### config.mk
export PLATFORM = sky130hd
export DESIGN_NAME = pcfg_header_regs
export DESIGN_NICKNAME = d
export VERILOG_FILES = /design/src/logic/pcfg_header_regs.v /design/src/logic/pcfg_hold_timer.v
export VERILOG_INCLUDE_DIRS = /design/src /design/src/common
export SDC_FILE = /design/constraint.sdc
export NUM_CORES = 1
export LEC_CHECK = 0
export BUFFER_PORTS_ARGS = -buffer_cell sky130_fd_sc_hd__buf_2
export CAP_MARGIN = 20
export CORE_MARGIN = 2
export CORE_UTILIZATION = 40
export CTS_CLUSTER_SIZE = 20
export DETAILED_ROUTE_END_ITERATION = 16
export PLACE_DENSITY = 0.73
export SLEW_MARGIN = 15
export SYNTH_ARGS = -nofsm -noshare
export SYNTH_HDL_FRONTEND = slang
export SYNTH_HIERARCHICAL = 1
export SYNTH_SLANG_ARGS = --single-unit
### constraint.sdc
create_clock -name clk_i -period 2.34 [get_ports clk_i]
set_input_delay 0 -clock clk_i [delete_from_list [all_inputs] [get_ports clk_i]]
set_output_delay 0 -clock clk_i [all_outputs]
set_load 0.005 [all_outputs]
### src/common/pcfg_map.vh
// register offsets, field positions and reset values of the configuration header bank
`ifndef PCFG_MAP_VH
`define PCFG_MAP_VH
`define PCFG_OFS_LAT_LINE    8'h0C
`define PCFG_OFS_IO_BASE     8'h10
`define PCFG_OFS_MEM_BASE    8'h14
`define PCFG_OFS_SUBSYS      8'h2C
`define PCFG_OFS_ROM_BASE    8'h30
`define PCFG_OFS_MASTER_STAT 8'h40
`define PCFG_RST_HOLD_TIMER  8'h40
`define PCFG_RST_LINE_WORDS  8'h08
`define PCFG_LINE_8          8'h08
`define PCFG_LINE_16         8'h10
`define PCFG_LINE_32         8'h20
`define PCFG_WIN_BASE_LSB    7
`define PCFG_ROM_BASE_LSB    17
`define PCFG_EE_LOAD_CYC     16'h0040
`endif

### src/logic/pcfg_header_regs.v
// configuration header registers: latency/line size, windows, subsystem id, boot rom
//
// The Avalon-MM interface to the registers was decided locally.
`timescale 1ns/10ps
`include "pcfg_map.vh"
// Summary of operation
// - latency timer, reset 40h, starts at frame
// - expired timer ends transaction when grant removed
// - cache line words, reset 08h, 8/16/32
// - io base bits 31..7, reset zero
// - io base bit 0 reads one
// - memory base bits 31..7, reset zero
// - subsystem id loaded from eeprom after reset release
// - subsystem vendor id loaded from eeprom
// - timer and line size read/write
module pcfg_header_regs #(
   parameter EE_LOAD_CYC = `PCFG_EE_LOAD_CYC   // cycles until eeprom word is valid
) (
   input  wire        clk_i,
   input  wire        rst_n_i,
   input  wire [7:0]  avs_address_i,     // byte address
   input  wire        avs_read_i,
   input  wire        avs_write_i,
   input  wire [31:0] avs_writedata_i,
   input  wire [3:0]  avs_byteenable_i,
   output wire        avs_waitrequest_o,
   output reg  [31:0] avs_readdata_o,
   input  wire [31:0] ee_subsys_i,       // eeprom word: id high, vendor low
   input  wire        frame_start_i,     // pulse from master engine
   input  wire        frame_active_i,    // level from master engine
   input  wire        gnt_n_i,           // bus grant pin, active low
   output wire [7:0]  cache_line_words_o,
   output wire        cache_line_ok_o,   // line size is a supported value
   output wire [24:0] io_window_base_addr_o,
   output wire [24:0] memory_window_base_addr_o,
   output wire [14:0] boot_rom_base_addr_o,
   output wire        boot_rom_en_o,
   output wire        bus_hold_expired_o,
   output wire        end_txn_o
);
   // stored fields
   reg  [7:0]  hold_timer_ff;            // bus_hold_timer
   reg  [7:0]  line_words_ff;            // cache_line_words
   reg  [24:0] io_base_ff;
   reg  [24:0] mem_base_ff;
   reg  [14:0] rom_base_ff;
   reg         rom_en_ff;
   reg  [15:0] sub_id_ff;                // subsystem_ident
   reg  [15:0] sub_vid_ff;               // subsystem_vendor_ident
   reg  [15:0] ee_cnt_ff;                // eeprom load counter, counts up
   reg         ee_done_ff;
   reg         ack_ff;                   // one-cycle answer
   reg         gnt_s1_ff;                // grant synchroniser stage 1
   reg         gnt_s2_ff;
   reg  [31:0] nxt_rdata;

   // next values of the stored fields
   reg  [7:0]  nxt_hold_timer;
   reg  [7:0]  nxt_line_words;
   reg  [24:0] nxt_io_base;
   reg  [24:0] nxt_mem_base;
   reg  [14:0] nxt_rom_base;
   reg         nxt_rom_en;
   reg  [15:0] nxt_ee_cnt;
   reg         nxt_ee_done;
   reg  [15:0] nxt_sub_id;
   reg  [15:0] nxt_sub_vid;
   reg         line_ok;                  // line size is a supported value

   // bus handshake
   wire        req;
   wire        wr_en;
   wire [31:0] be_mask;
   // register selects and read images
   wire        hit_lat;
   wire        hit_io;
   wire        hit_mem;
   wire        hit_rom;
   wire [31:0] lat_view;
   wire [31:0] io_view;
   wire [31:0] mem_view;
   wire [31:0] sub_view;
   wire [31:0] rom_view;
   wire [31:0] stat_view;

   // bus timing as the master sees it:
   //   edge 0: read or write raised with address, data and lanes
   //   edge 1: read image captured, acknowledge flop set
   //   edge 2: waitrequest sampled low; write lands, read data taken
   // every transfer costs exactly one wait cycle, whatever the address;
   // a new request may be raised at edge 2 itself
   // any request, read or write
   assign req = avs_read_i | avs_write_i;
   // one wait cycle: answer on the edge after request is seen
   assign avs_waitrequest_o = req & ~ack_ff;
   // writes land on the edge where waitrequest is sampled low; the master
   // still holds address, data and lanes there
   assign wr_en = avs_write_i & ack_ff;
   // byte lanes widened to bit masks
   assign be_mask = {{8{avs_byteenable_i[3]}}, {8{avs_byteenable_i[2]}},
                     {8{avs_byteenable_i[1]}}, {8{avs_byteenable_i[0]}}};

   // address decode, one select per writable register
   assign hit_lat = (avs_address_i == `PCFG_OFS_LAT_LINE);
   assign hit_io  = (avs_address_i == `PCFG_OFS_IO_BASE);
   assign hit_mem = (avs_address_i == `PCFG_OFS_MEM_BASE);
   assign hit_rom = (avs_address_i == `PCFG_OFS_ROM_BASE);

   // acknowledge pulse: set on the edge after a request appears and
   // cleared on the next, so each transfer is answered once;
   // a master that keeps its request up after the answer
   // starts a fresh transfer
   always @(posedge clk_i or negedge rst_n_i) begin
      if (!rst_n_i) begin
         ack_ff <= 1'b0;
      end else begin
         ack_ff <= req & ~ack_ff;
      end
   end

   // grant pin crosses in through two flops; both start at the idle,
   // not-granted level of the pin; the price is two cycles of lag
   // before a withdrawn grant is seen by the timer
   always @(posedge clk_i or negedge rst_n_i) begin
      if (!rst_n_i) begin
         gnt_s1_ff <= 1'b1;
         gnt_s2_ff <= 1'b1;
      end else begin
         gnt_s1_ff <= gnt_n_i;
         gnt_s2_ff <= gnt_s1_ff;
      end
   end

   // eeprom identity: the loader needs EE_LOAD_CYC edges after reset
   // release before its word settles, so nothing is taken under reset;
   // every reset clears the fields and starts a fresh load
   always @* begin
      nxt_ee_cnt  = ee_cnt_ff;
      nxt_ee_done = ee_done_ff;
      nxt_sub_id  = sub_id_ff;
      nxt_sub_vid = sub_vid_ff;
      // count edges until the loader word settles, then freeze
      if (!ee_done_ff) begin
         if (ee_cnt_ff == EE_LOAD_CYC[15:0]) begin
            // capture once; held until the next reset
            nxt_sub_id  = ee_subsys_i[31:16];
            nxt_sub_vid = ee_subsys_i[15:0];
            nxt_ee_done = 1'b1;
         end else begin
            nxt_ee_cnt = ee_cnt_ff + 16'h0001;
         end
      end
   end

   // identity flops; cleared by reset so software never reads a stale word
   always @(posedge clk_i or negedge rst_n_i) begin
      if (!rst_n_i) begin
         ee_cnt_ff  <= 16'h0000;
         ee_done_ff <= 1'b0;
         sub_id_ff  <= 16'h0000;
         sub_vid_ff <= 16'h0000;
      end else begin
         ee_cnt_ff  <= nxt_ee_cnt;
         ee_done_ff <= nxt_ee_done;
         sub_id_ff  <= nxt_sub_id;
         sub_vid_ff <= nxt_sub_vid;
      end
   end

   // timer and line size: each byte lane has its own enable
   always @* begin
      nxt_hold_timer = hold_timer_ff;
      nxt_line_words = line_words_ff;
      if (wr_en && hit_lat) begin
         // timer byte in lane 1
         if (avs_byteenable_i[1]) begin
            nxt_hold_timer = avs_writedata_i[15:8];
         end
         // line size byte in lane 0
         if (avs_byteenable_i[0]) begin
            nxt_line_words = avs_writedata_i[7:0];
         end
      end
   end

   // window bases: only bits 31..7 exist, so the low bits of a write
   // fall away and the windows stay 128-byte aligned
   always @* begin
      nxt_io_base  = io_base_ff;
      nxt_mem_base = mem_base_ff;
      // io window
      if (wr_en && hit_io) begin
         nxt_io_base = (io_base_ff & ~be_mask[31:7])
                     | (avs_writedata_i[31:7] & be_mask[31:7]);
      end
      // memory window
      if (wr_en && hit_mem) begin
         nxt_mem_base = (mem_base_ff & ~be_mask[31:7])
                      | (avs_writedata_i[31:7] & be_mask[31:7]);
      end
   end

   // boot rom base: bits 31..17 and the enable; bits 16..1 are not stored
   always @* begin
      nxt_rom_base = rom_base_ff;
      nxt_rom_en   = rom_en_ff;
      if (wr_en && hit_rom) begin
         nxt_rom_base = (rom_base_ff & ~be_mask[31:17])
                      | (avs_writedata_i[31:17] & be_mask[31:17]);
         // enable bit in lane 0
         if (avs_byteenable_i[0]) begin
            nxt_rom_en = avs_writedata_i[0];
         end
      end
   end

   // stored fields; read-only and reserved places never reach a flop,
   // so a write there simply has no effect
   always @(posedge clk_i or negedge rst_n_i) begin
      if (!rst_n_i) begin
         // power-up values
         hold_timer_ff <= `PCFG_RST_HOLD_TIMER;
         line_words_ff <= `PCFG_RST_LINE_WORDS;
         io_base_ff    <= 25'h0000000;
         mem_base_ff   <= 25'h0000000;
         rom_base_ff   <= 15'h0000;
         rom_en_ff     <= 1'b0;
      end else begin
         hold_timer_ff <= nxt_hold_timer;
         line_words_ff <= nxt_line_words;
         io_base_ff    <= nxt_io_base;
         mem_base_ff   <= nxt_mem_base;
         rom_base_ff   <= nxt_rom_base;
         rom_en_ff     <= nxt_rom_en;
      end
   end

   // read images; reserved fields are tied to zero in one place
   assign lat_view  = {16'h0000, hold_timer_ff, line_words_ff};
   assign io_view   = {io_base_ff, 6'h00, 1'b1};
   assign mem_view  = {mem_base_ff, 7'h00};
   assign sub_view  = {sub_id_ff, sub_vid_ff};
   assign rom_view  = {rom_base_ff, 16'h0000, rom_en_ff};

   // status: bit 2 eeprom loaded, bit 1 end request, bit 0 expired
   assign stat_view = {29'h00000000, ee_done_ff, end_txn_o, bus_hold_expired_o};

   // read mux; unmapped places answer zero
   always @* begin
      case (avs_address_i)
         `PCFG_OFS_LAT_LINE:    nxt_rdata = lat_view;
         `PCFG_OFS_IO_BASE:     nxt_rdata = io_view;
         `PCFG_OFS_MEM_BASE:    nxt_rdata = mem_view;
         `PCFG_OFS_SUBSYS:      nxt_rdata = sub_view;
         `PCFG_OFS_ROM_BASE:    nxt_rdata = rom_view;
         `PCFG_OFS_MASTER_STAT: nxt_rdata = stat_view;
         default:               nxt_rdata = 32'h00000000;
      endcase
   end

   // read data registered, valid with the answer edge; it stands
   // until the next read, so the master may take it late
   // captured only in the first cycle of a read
   always @(posedge clk_i or negedge rst_n_i) begin
      if (!rst_n_i) begin
         avs_readdata_o <= 32'h00000000;
      end else if (avs_read_i & ~ack_ff) begin
         avs_readdata_o <= nxt_rdata;
      end
   end

   // supported line sizes; other values are stored as written but
   // flagged, and the driver picks the alignment bits from this flag
   always @* begin
      case (line_words_ff)
         `PCFG_LINE_8:  line_ok = 1'b1;
         `PCFG_LINE_16: line_ok = 1'b1;
         `PCFG_LINE_32: line_ok = 1'b1;
         default:       line_ok = 1'b0;
      endcase
   end

   // outputs straight from the flops, except cache_line_ok_o decoded from line_words_ff
   assign cache_line_ok_o           = line_ok;
   assign cache_line_words_o        = line_words_ff;
   assign io_window_base_addr_o     = io_base_ff;
   assign memory_window_base_addr_o = mem_base_ff;
   assign boot_rom_base_addr_o      = rom_base_ff;
   assign boot_rom_en_o             = rom_en_ff;

   // latency timer: loaded from the programmed byte when the master
   // engine raises frame, counts bus clocks while frame is driven,
   // and asks to end the burst once expired and the grant is gone;
   // the grant it sees is the synchronised one
   pcfg_hold_timer #(
      .W (8)
   ) u_timer (
      .clk_i          (clk_i),
      .rst_n_i        (rst_n_i),
      .load_val_i     (hold_timer_ff),
      .frame_start_i  (frame_start_i),
      .frame_active_i (frame_active_i),
      .gnt_active_i   (~gnt_s2_ff),
      .expired_o      (bus_hold_expired_o),
      .end_txn_o      (end_txn_o)
   );
endmodule // pcfg_header_regs

### src/logic/pcfg_hold_timer.v
// master latency timer: counts bus clocks from frame assertion
`timescale 1ns/10ps
module pcfg_hold_timer #(
   parameter W = 8                       // timer width
) (
   input  wire         clk_i,
   input  wire         rst_n_i,
   input  wire [W-1:0] load_val_i,       // programmed timer value
   input  wire         frame_start_i,    // pulse: device asserts frame as master
   input  wire         frame_active_i,   // level: device drives frame
   input  wire         gnt_active_i,     // level: grant held (synchronised)
   output wire         expired_o,        // timer reached zero
   output wire         end_txn_o         // request to end master transaction
);
   reg [W-1:0] cnt_ff;                   // remaining cycles
   reg         run_ff;                   // counting in progress
   reg [W-1:0] nxt_cnt;
   reg         nxt_run;

   // load on frame start, count down while frame driven
   always @* begin
      nxt_cnt = cnt_ff;
      nxt_run = run_ff;
      if (frame_start_i) begin
         nxt_cnt = load_val_i;
         nxt_run = 1'b1;
      end else if (!frame_active_i) begin
         nxt_run = 1'b0;                 // frame gone, stop
      end else if (run_ff && cnt_ff != {W{1'b0}}) begin
         nxt_cnt = cnt_ff - {{(W-1){1'b0}}, 1'b1};
      end
   end

   always @(posedge clk_i or negedge rst_n_i) begin
      if (!rst_n_i) begin
         cnt_ff <= {W{1'b0}};
         run_ff <= 1'b0;
      end else begin
         cnt_ff <= nxt_cnt;
         run_ff <= nxt_run;
      end
   end

   assign expired_o = run_ff && (cnt_ff == {W{1'b0}});
   // expired and grant withdrawn while frame still driven
   assign end_txn_o = expired_o && frame_active_i && !gnt_active_i;
endmodule // pcfg_hold_timer

Word level (Yosys, flattened, before mapping)
Cells that the tools add are included.
- bits in registers: 175
- input bits: 83
- output and inout bits: 110
- add/sub/neg operators: 2
- equality and inequality tests: 11
- multiplexer cells: 9
- bitwise logic cells: 17
- reduce and logical (&&, ||, !) cells: 19
- operator list (operator ; number):
    $pmux W32 S6 ; 1
    $and A25 B25 Y25 ; 3
    $or A25 B25 Y25 ; 2
    $and A15 B15 Y15 ; 2
    $not A25 Y25 ; 1
    $eq A8 B5 Y1 const B ; 3
    $eq A8 B6 Y1 const B ; 3
    $mux W8 ; 3
    $add A16 B1 Y16 const B ; 1
    $eq A16 B7 Y1 const B ; 1
    $eq A8 B4 Y1 const B ; 2
    $not A15 Y15 ; 1
    $or A15 B15 Y15 ; 1
    $reduce_and A2 Y1 ; 6
    $eq A8 B7 Y1 const B ; 1
    $logic_and A1 B1 Y1 ; 8
    $logic_not A8 Y1 ; 1
    $reduce_bool A8 Y1 ; 1
    $sub A8 B1 Y8 const B ; 1
    $mux W1 ; 5
    $reduce_bool A2 Y1 ; 2
    $and A1 B1 Y1 ; 3
    $not A1 Y1 ; 3
    $reduce_or A3 Y1 ; 1
    other kinds (2) ; 2

Longest topological paths before layout
- word-level depth: 5
- mapped depth: 7
- mapped depth without buffers: 7

Hierarchy
Netlist, hierarchy kept.
- by module, submodules not included (module ; instances ; cells each ; area each (sq um) ; sequential area each (sq um)):
    pcfg_header_regs ; 1 ; 551 ; 7248.2 ; 4159.0
    pcfg_hold_timer ; 1 ; 71 ; 600.6 ; 225.2

Worst setup path after synthesis
OpenSTA, ideal clock, no wires.
- path kind: reg2reg
- start: register ee_cnt_ff[0]
- end: register sub_id_ff[0]
- arrival time: 1.795 ns
- path slack: 0.420 ns
- stages on the path, launching flop included: 8
- clock period less this slack: 1.920 ns
- cells stage by stage: dfrtp_1 inv_1 ha_1 nor4bb_1 nand4_1 nor2_1 buf_2 mux2_2
- longest elaborated chain between the ends: 2
- ends and longest elaborated chain (what ; line ; source):
    start: declaration ; pcfg_header_regs.v:50 ; reg [15:0] ee_cnt_ff;
    start signal: assignment ; pcfg_header_regs.v:163 ; ee_cnt_ff <= nxt_ee_cnt;
    $eq A16 B7 Y1 ; pcfg_header_regs.v:144 ; if (ee_cnt_ff == EE_LOAD_CYC[15:0]) begin
    $reduce_and A2 Y1 (no source line) ; n/a ;
    end signal: assignment ; pcfg_header_regs.v:165 ; sub_id_ff <= nxt_sub_id;
    end: declaration ; pcfg_header_regs.v:48 ; reg [15:0] sub_id_ff;
No other way between the ends.
A chain may end at the register's enable or synchronous reset.

Worst setup path in the final report
- start: register u_timer.cnt_ff[0]
- end: output end_txn_o
- longest elaborated chain between the ends: 4
- ends and longest elaborated chain (what ; line ; source):
    start: declaration ; pcfg_hold_timer.v:15 ; reg [W-1:0] cnt_ff;
    start signal: assignment ; pcfg_hold_timer.v:36 ; cnt_ff <= {W{1'b0}};
    start signal: assignment ; pcfg_hold_timer.v:39 ; cnt_ff <= nxt_cnt;
    $logic_not A8 Y1 ; pcfg_hold_timer.v:44 ; assign expired_o = run_ff && (cnt_ff == {W{1'b0}});
    $logic_and A1 B1 Y1 ; pcfg_hold_timer.v:44 ;
    $logic_and A1 B1 Y1 (2 in a row) ; pcfg_hold_timer.v:46 ; assign end_txn_o = expired_o && frame_active_i && !gnt_active_i;
    end: declaration ; pcfg_header_regs.v:39 ; output wire end_txn_o
No other way between the ends.

==> summary by stage <==
Critical path
The worst-path maximum fanout is 6. The startpoint type of the worst setup path is a flop. The data required time of the critical path is 2340 ps. Traced cell by cell, the critical path runs through inv_1 > ha_1 > or3b_2 > nor4_2 > buf_2. STA puts the critical path data arrival time at 2160 ps. The master of the slowest instance on the critical path is or3b_2.

STA classifies the critical path endpoint as a primary output. The worst setup path is of the reg -> out kind. For this run, the slowest stage of the critical path takes 530 ps. Together, buffers and inverters on the worst path number 2. Grouping stages by cell kind, the critical path spends the most delay in simple AND/OR/NAND/NOR gates.

Timing
The measured slew at the worst slew-check pin is 629 ps. The final period utilization is 0.923. The shortest clock period the worst path allows after layout is 2160 ps. The final hold slack is 40.0 ps. The final clock skew is 12.7 ps. The count of endpoints failing hold in the final timing report came to 0.

For the final routed database, the setup TNS stands at 0 ps. The fmax is 0.463 GHz. The worst-case setup margin in the final layout is 180 ps. In this run the tightest slew margin relative to its limit is 0.581. Setup violations remaining at the end of the flow were counted as 0. Setup repair after global routing left no endpoint under its margin.

The max-slew violation count is 0.

Logic synthesis
Of the total synthesized cell area, the portion taken by full adders, half adders and majority gates is 0.00638. Of the total synthesized cell area, the portion taken by AND, OR, NAND and NOR gates is 0.109. The number of nets produced by synthesis is 709. The cell type with the highest aggregate area in the netlist is dfrtp_1.

Synthesis handed over a netlist of 622 instances. After synthesis, the share of cell area in mux cells is 0.216. The fraction of synthesized cell area in xor and xnor cells is 0.0179. By area, the combinational part of the netlist is dominated by multiplexers. The number of enable-type register cells in the synthesized netlist is 0. The synthesized flop and latch total is 175.

During synthesis, Yosys emitted a total of 6 warnings. The share of the Yosys chip area taken by registers is 0.559. Of the post-synthesis cell area, the dominant cell type holds 0.545. The synthesized-area fraction occupied by ao, oa, aoi and oai cells is 0.0706. Sorting the synthesized cells by area gives the leading types as dfrtp_1 55%, mux2_2 20%, a221oi_1 2.2%. Each instance of the synthesized netlist takes up on average 12.6 um^2. In the synthesized netlist the dominant register cell turns out to be dfrtp_1.

The post-synthesis async set-or-reset flop share is 1.00. The netlist uses 53 different library cells. The total standard cell area after synthesis is 7850 um^2.

Clocking
The clock tree synthesis step divided the H-tree into 4 levels. The maximum buffer depth of the clock tree is 2. Buffers added to address setup during post-CTS repair amount to 0. The root buffer cell is clkbuf_16. The clock-pin slew of the registers on the worst-case setup and hold paths is 60 ps. TritonCTS built the clock tree. The clock insertion delay at the later pin of the skew report is 430 ps. The number of buffers created by CTS is 17. The total number of clock tree sinks is 175.

Layout
Leaving out fill and tap cells, the most frequent cell in the layout is buf_2. Once layout is done, the placed cells without fillers occupy 10500 um^2. After the flow finishes, the layout carries non-filler instances totaling 1173. For this run, the share of the core covered by cells in the final layout is 0.544. For this run, the post-layout net count is 980. The share of layout cells above drive strength 1 is 0.445. In the layout the commonest cells are 191 x buf_2, 171 x dfrtp_1, 139 x mux2_2, 71 x dlygate4sd3_1, 42 x nand2_1. From synthesis to final layout, the design area changed by 34.1%.

Die
The initial utilization of the core area, before any placement, comes to 0.406. The floorplan has 51 rows. The region available for standard cell placement spans 19300 um^2. In this run the horizontal extent of the chip is 144 um.

The floorplan step defined a die boundary enclosing 20800 um^2. The boundary pin count is 193. From bottom edge to top edge, the die measures 144 um.

Detailed routing
Across all layers, the routed design uses 6073 vias. Dividing the detail-routed via count by the number of cells gives 5.18. The final routed wirelength across all metal layers is 21400 um. In this run the remaining antenna-violating nets after routing total 0. The DRC violations left is 0. Before antenna repair, the detailed router went through 4 iterations. In the final routed layout, each cell accounts on average for 18.2 um. The detailed router finished its first iteration with 321 violations.

Placed design
In this run the cell area measured after placement is 9210 um^2. Detailed placement ended at an HPWL of 14900 um. The number of buffers added on ports is 192. Before CTS, the worst setup slack after placement is 362 ps. The congestion estimate from routability-driven global placement came to 0.882. The number of placed instances, taps included, is 1068.

Power
The fraction of power spent switching nets is 0.238. The sequential group share of total power is 0.478. The power share of the combinational group is 0.102. The switching power is 1.60 mW. Summed over all cells, the static leakage comes to 5.37 nW. The cell-internal power is 5.11 mW.

Power spread over the standard cell area amounts to 637 nW/um^2. The relative contribution of the clock network to total power is 0.420. The total design power is 6.71 mW. VDD sags by at most 0.000479 V.

Flow run
Max-cap violations in this run came to 0.

Run status
The flow ran to the end, and the final reports show no timing, DRC or antenna violations.

Global routing
The overall fraction of global-route tracks in use is 0.209. The first global-routing pass estimated 33100 um of wire. Entering global routing, the biggest net connects 63 pins. For this run the aggregate overflow at the end of global routing stands at 0. The number of global-route vias before repair is 6248. The number of antenna violations at the first check in global routing came to 2.

Min path
The class of the worst hold path is in -> reg.
cells in the mapped netlist (2+ instances only):
cell and instances:
a21oi_1 16, a221o_1 2, a221oi_1 20, a2bb2oi_1 10, a31oi_1 4, and3_1 8, buf_1 3, buf_2 10
clkbuf_1 17, dfrtp_1 171, dfstp_2 4, ha_1 4, inv_1 10, mux2_2 139, mux2i_1 12, nand2_1 42
nand2_2 5, nand2b_1 3, nand3_1 11, nand3_4 2, nand3b_1 2, nand4_1 4, nand4bb_1 2, nor2_1 38
nor3_1 7, nor3b_1 2, nor4_1 9, nor4bb_1 2, o2111ai_1 3, o211ai_1 4, o21ai_0 15, o311ai_0 2
or3_1 2, or4_1 4, xnor2_1 9, xor2_1 7
metal layers:
metal  up-vias  track usage  share of wire
met4         2       0.0893          0.022
met2       167        0.336           0.49
met1      3067        0.275           0.44
met5         -            0        0.00061
met3        30       0.0454          0.045
li1       2807            -              -
logic make-up (layout without fill, tap and decap cells):
family / Yosys count / in the layout
DFF: 175 / 175
and+or+nand+nor: 156 / 156
muxes: 152 / 152
AOI/OAI and AO/OA: 78 / 78
buffers and inverters: 41 / 324
xor gates and xnor gates: 16 / 16
adders and majority gates: 4 / 4
other: 0 / 3
area by class of cell:
cell class | instances | area, um^2
fill | 1637 | 8810
sequential | 175 | 4380
multi-input combinational | 406 | 3320
timing repair buffer | 283 | 1850
clock buffer | 23 | 478
tap | 265 | 332
clock inverter | 8 | 106
inverter | 10 | 37.5
antenna | 3 | 7.51
worst paths after layout:
| kind | depth (start not counted) | start | endpoint | slack [ps] |
|---|---|---|---|---|
| min in group asynchronous | 2 | rst_n_i | avs_readdata_o[8]$_DFFE_PN0P_ | 130 |
| hold reg to reg | 0 | gnt_s1_ff$_DFF_PN1_ | gnt_s2_ff$_DFF_PN1_ | 360 |
| hold / removal | 4 | avs_address_i[6] | avs_readdata_o[0]$_DFFE_PN0P_ | 40 |
| setup reg to reg | 7 | ee_cnt_ff[0]$_DFFE_PN0P_ | sub_vid_ff[10]$_DFFE_PN0P_ | 350 |
| setup / recovery | 5 | u_timer/cnt_ff[0]$_DFFE_PN0P_ | end_txn_o | 180 |
| max in group asynchronous | 3 | rst_n_i | hold_timer_ff[6]$_DFFE_PN1P_ | 1440 |
power by group through the flow:
stage / sequential, mW / clock [mW] / combinational [mW]
after global placement: 3.26 / 0 / 0.581
after floorplan: 3.25 / 0 / 0.264
final: 3.21 / 2.82 / 0.683
after detailed placement: 3.26 / 0 / 0.587
after CTS: 3.20 / 2.89 / 0.685
after global routing: 3.22 / 3.02 / 0.760
worst reg2reg max path: cells and delay by family, from the launching register on:
family        cells  cell delay (ps)
fa+ha+maj         1              140
mux               1              360
simple gates      3              640
buf+inv           2              310
flops             1              430
what timing repair did:
item                                    in CTS  in global routing
endpoints found under the setup margin       0                  1
endpoints found under the hold margin      180                  0
hold buffers                                71                  0
gates resized for setup                      0                  1
No activity file was read; power rests on OpenSTA's default activity.
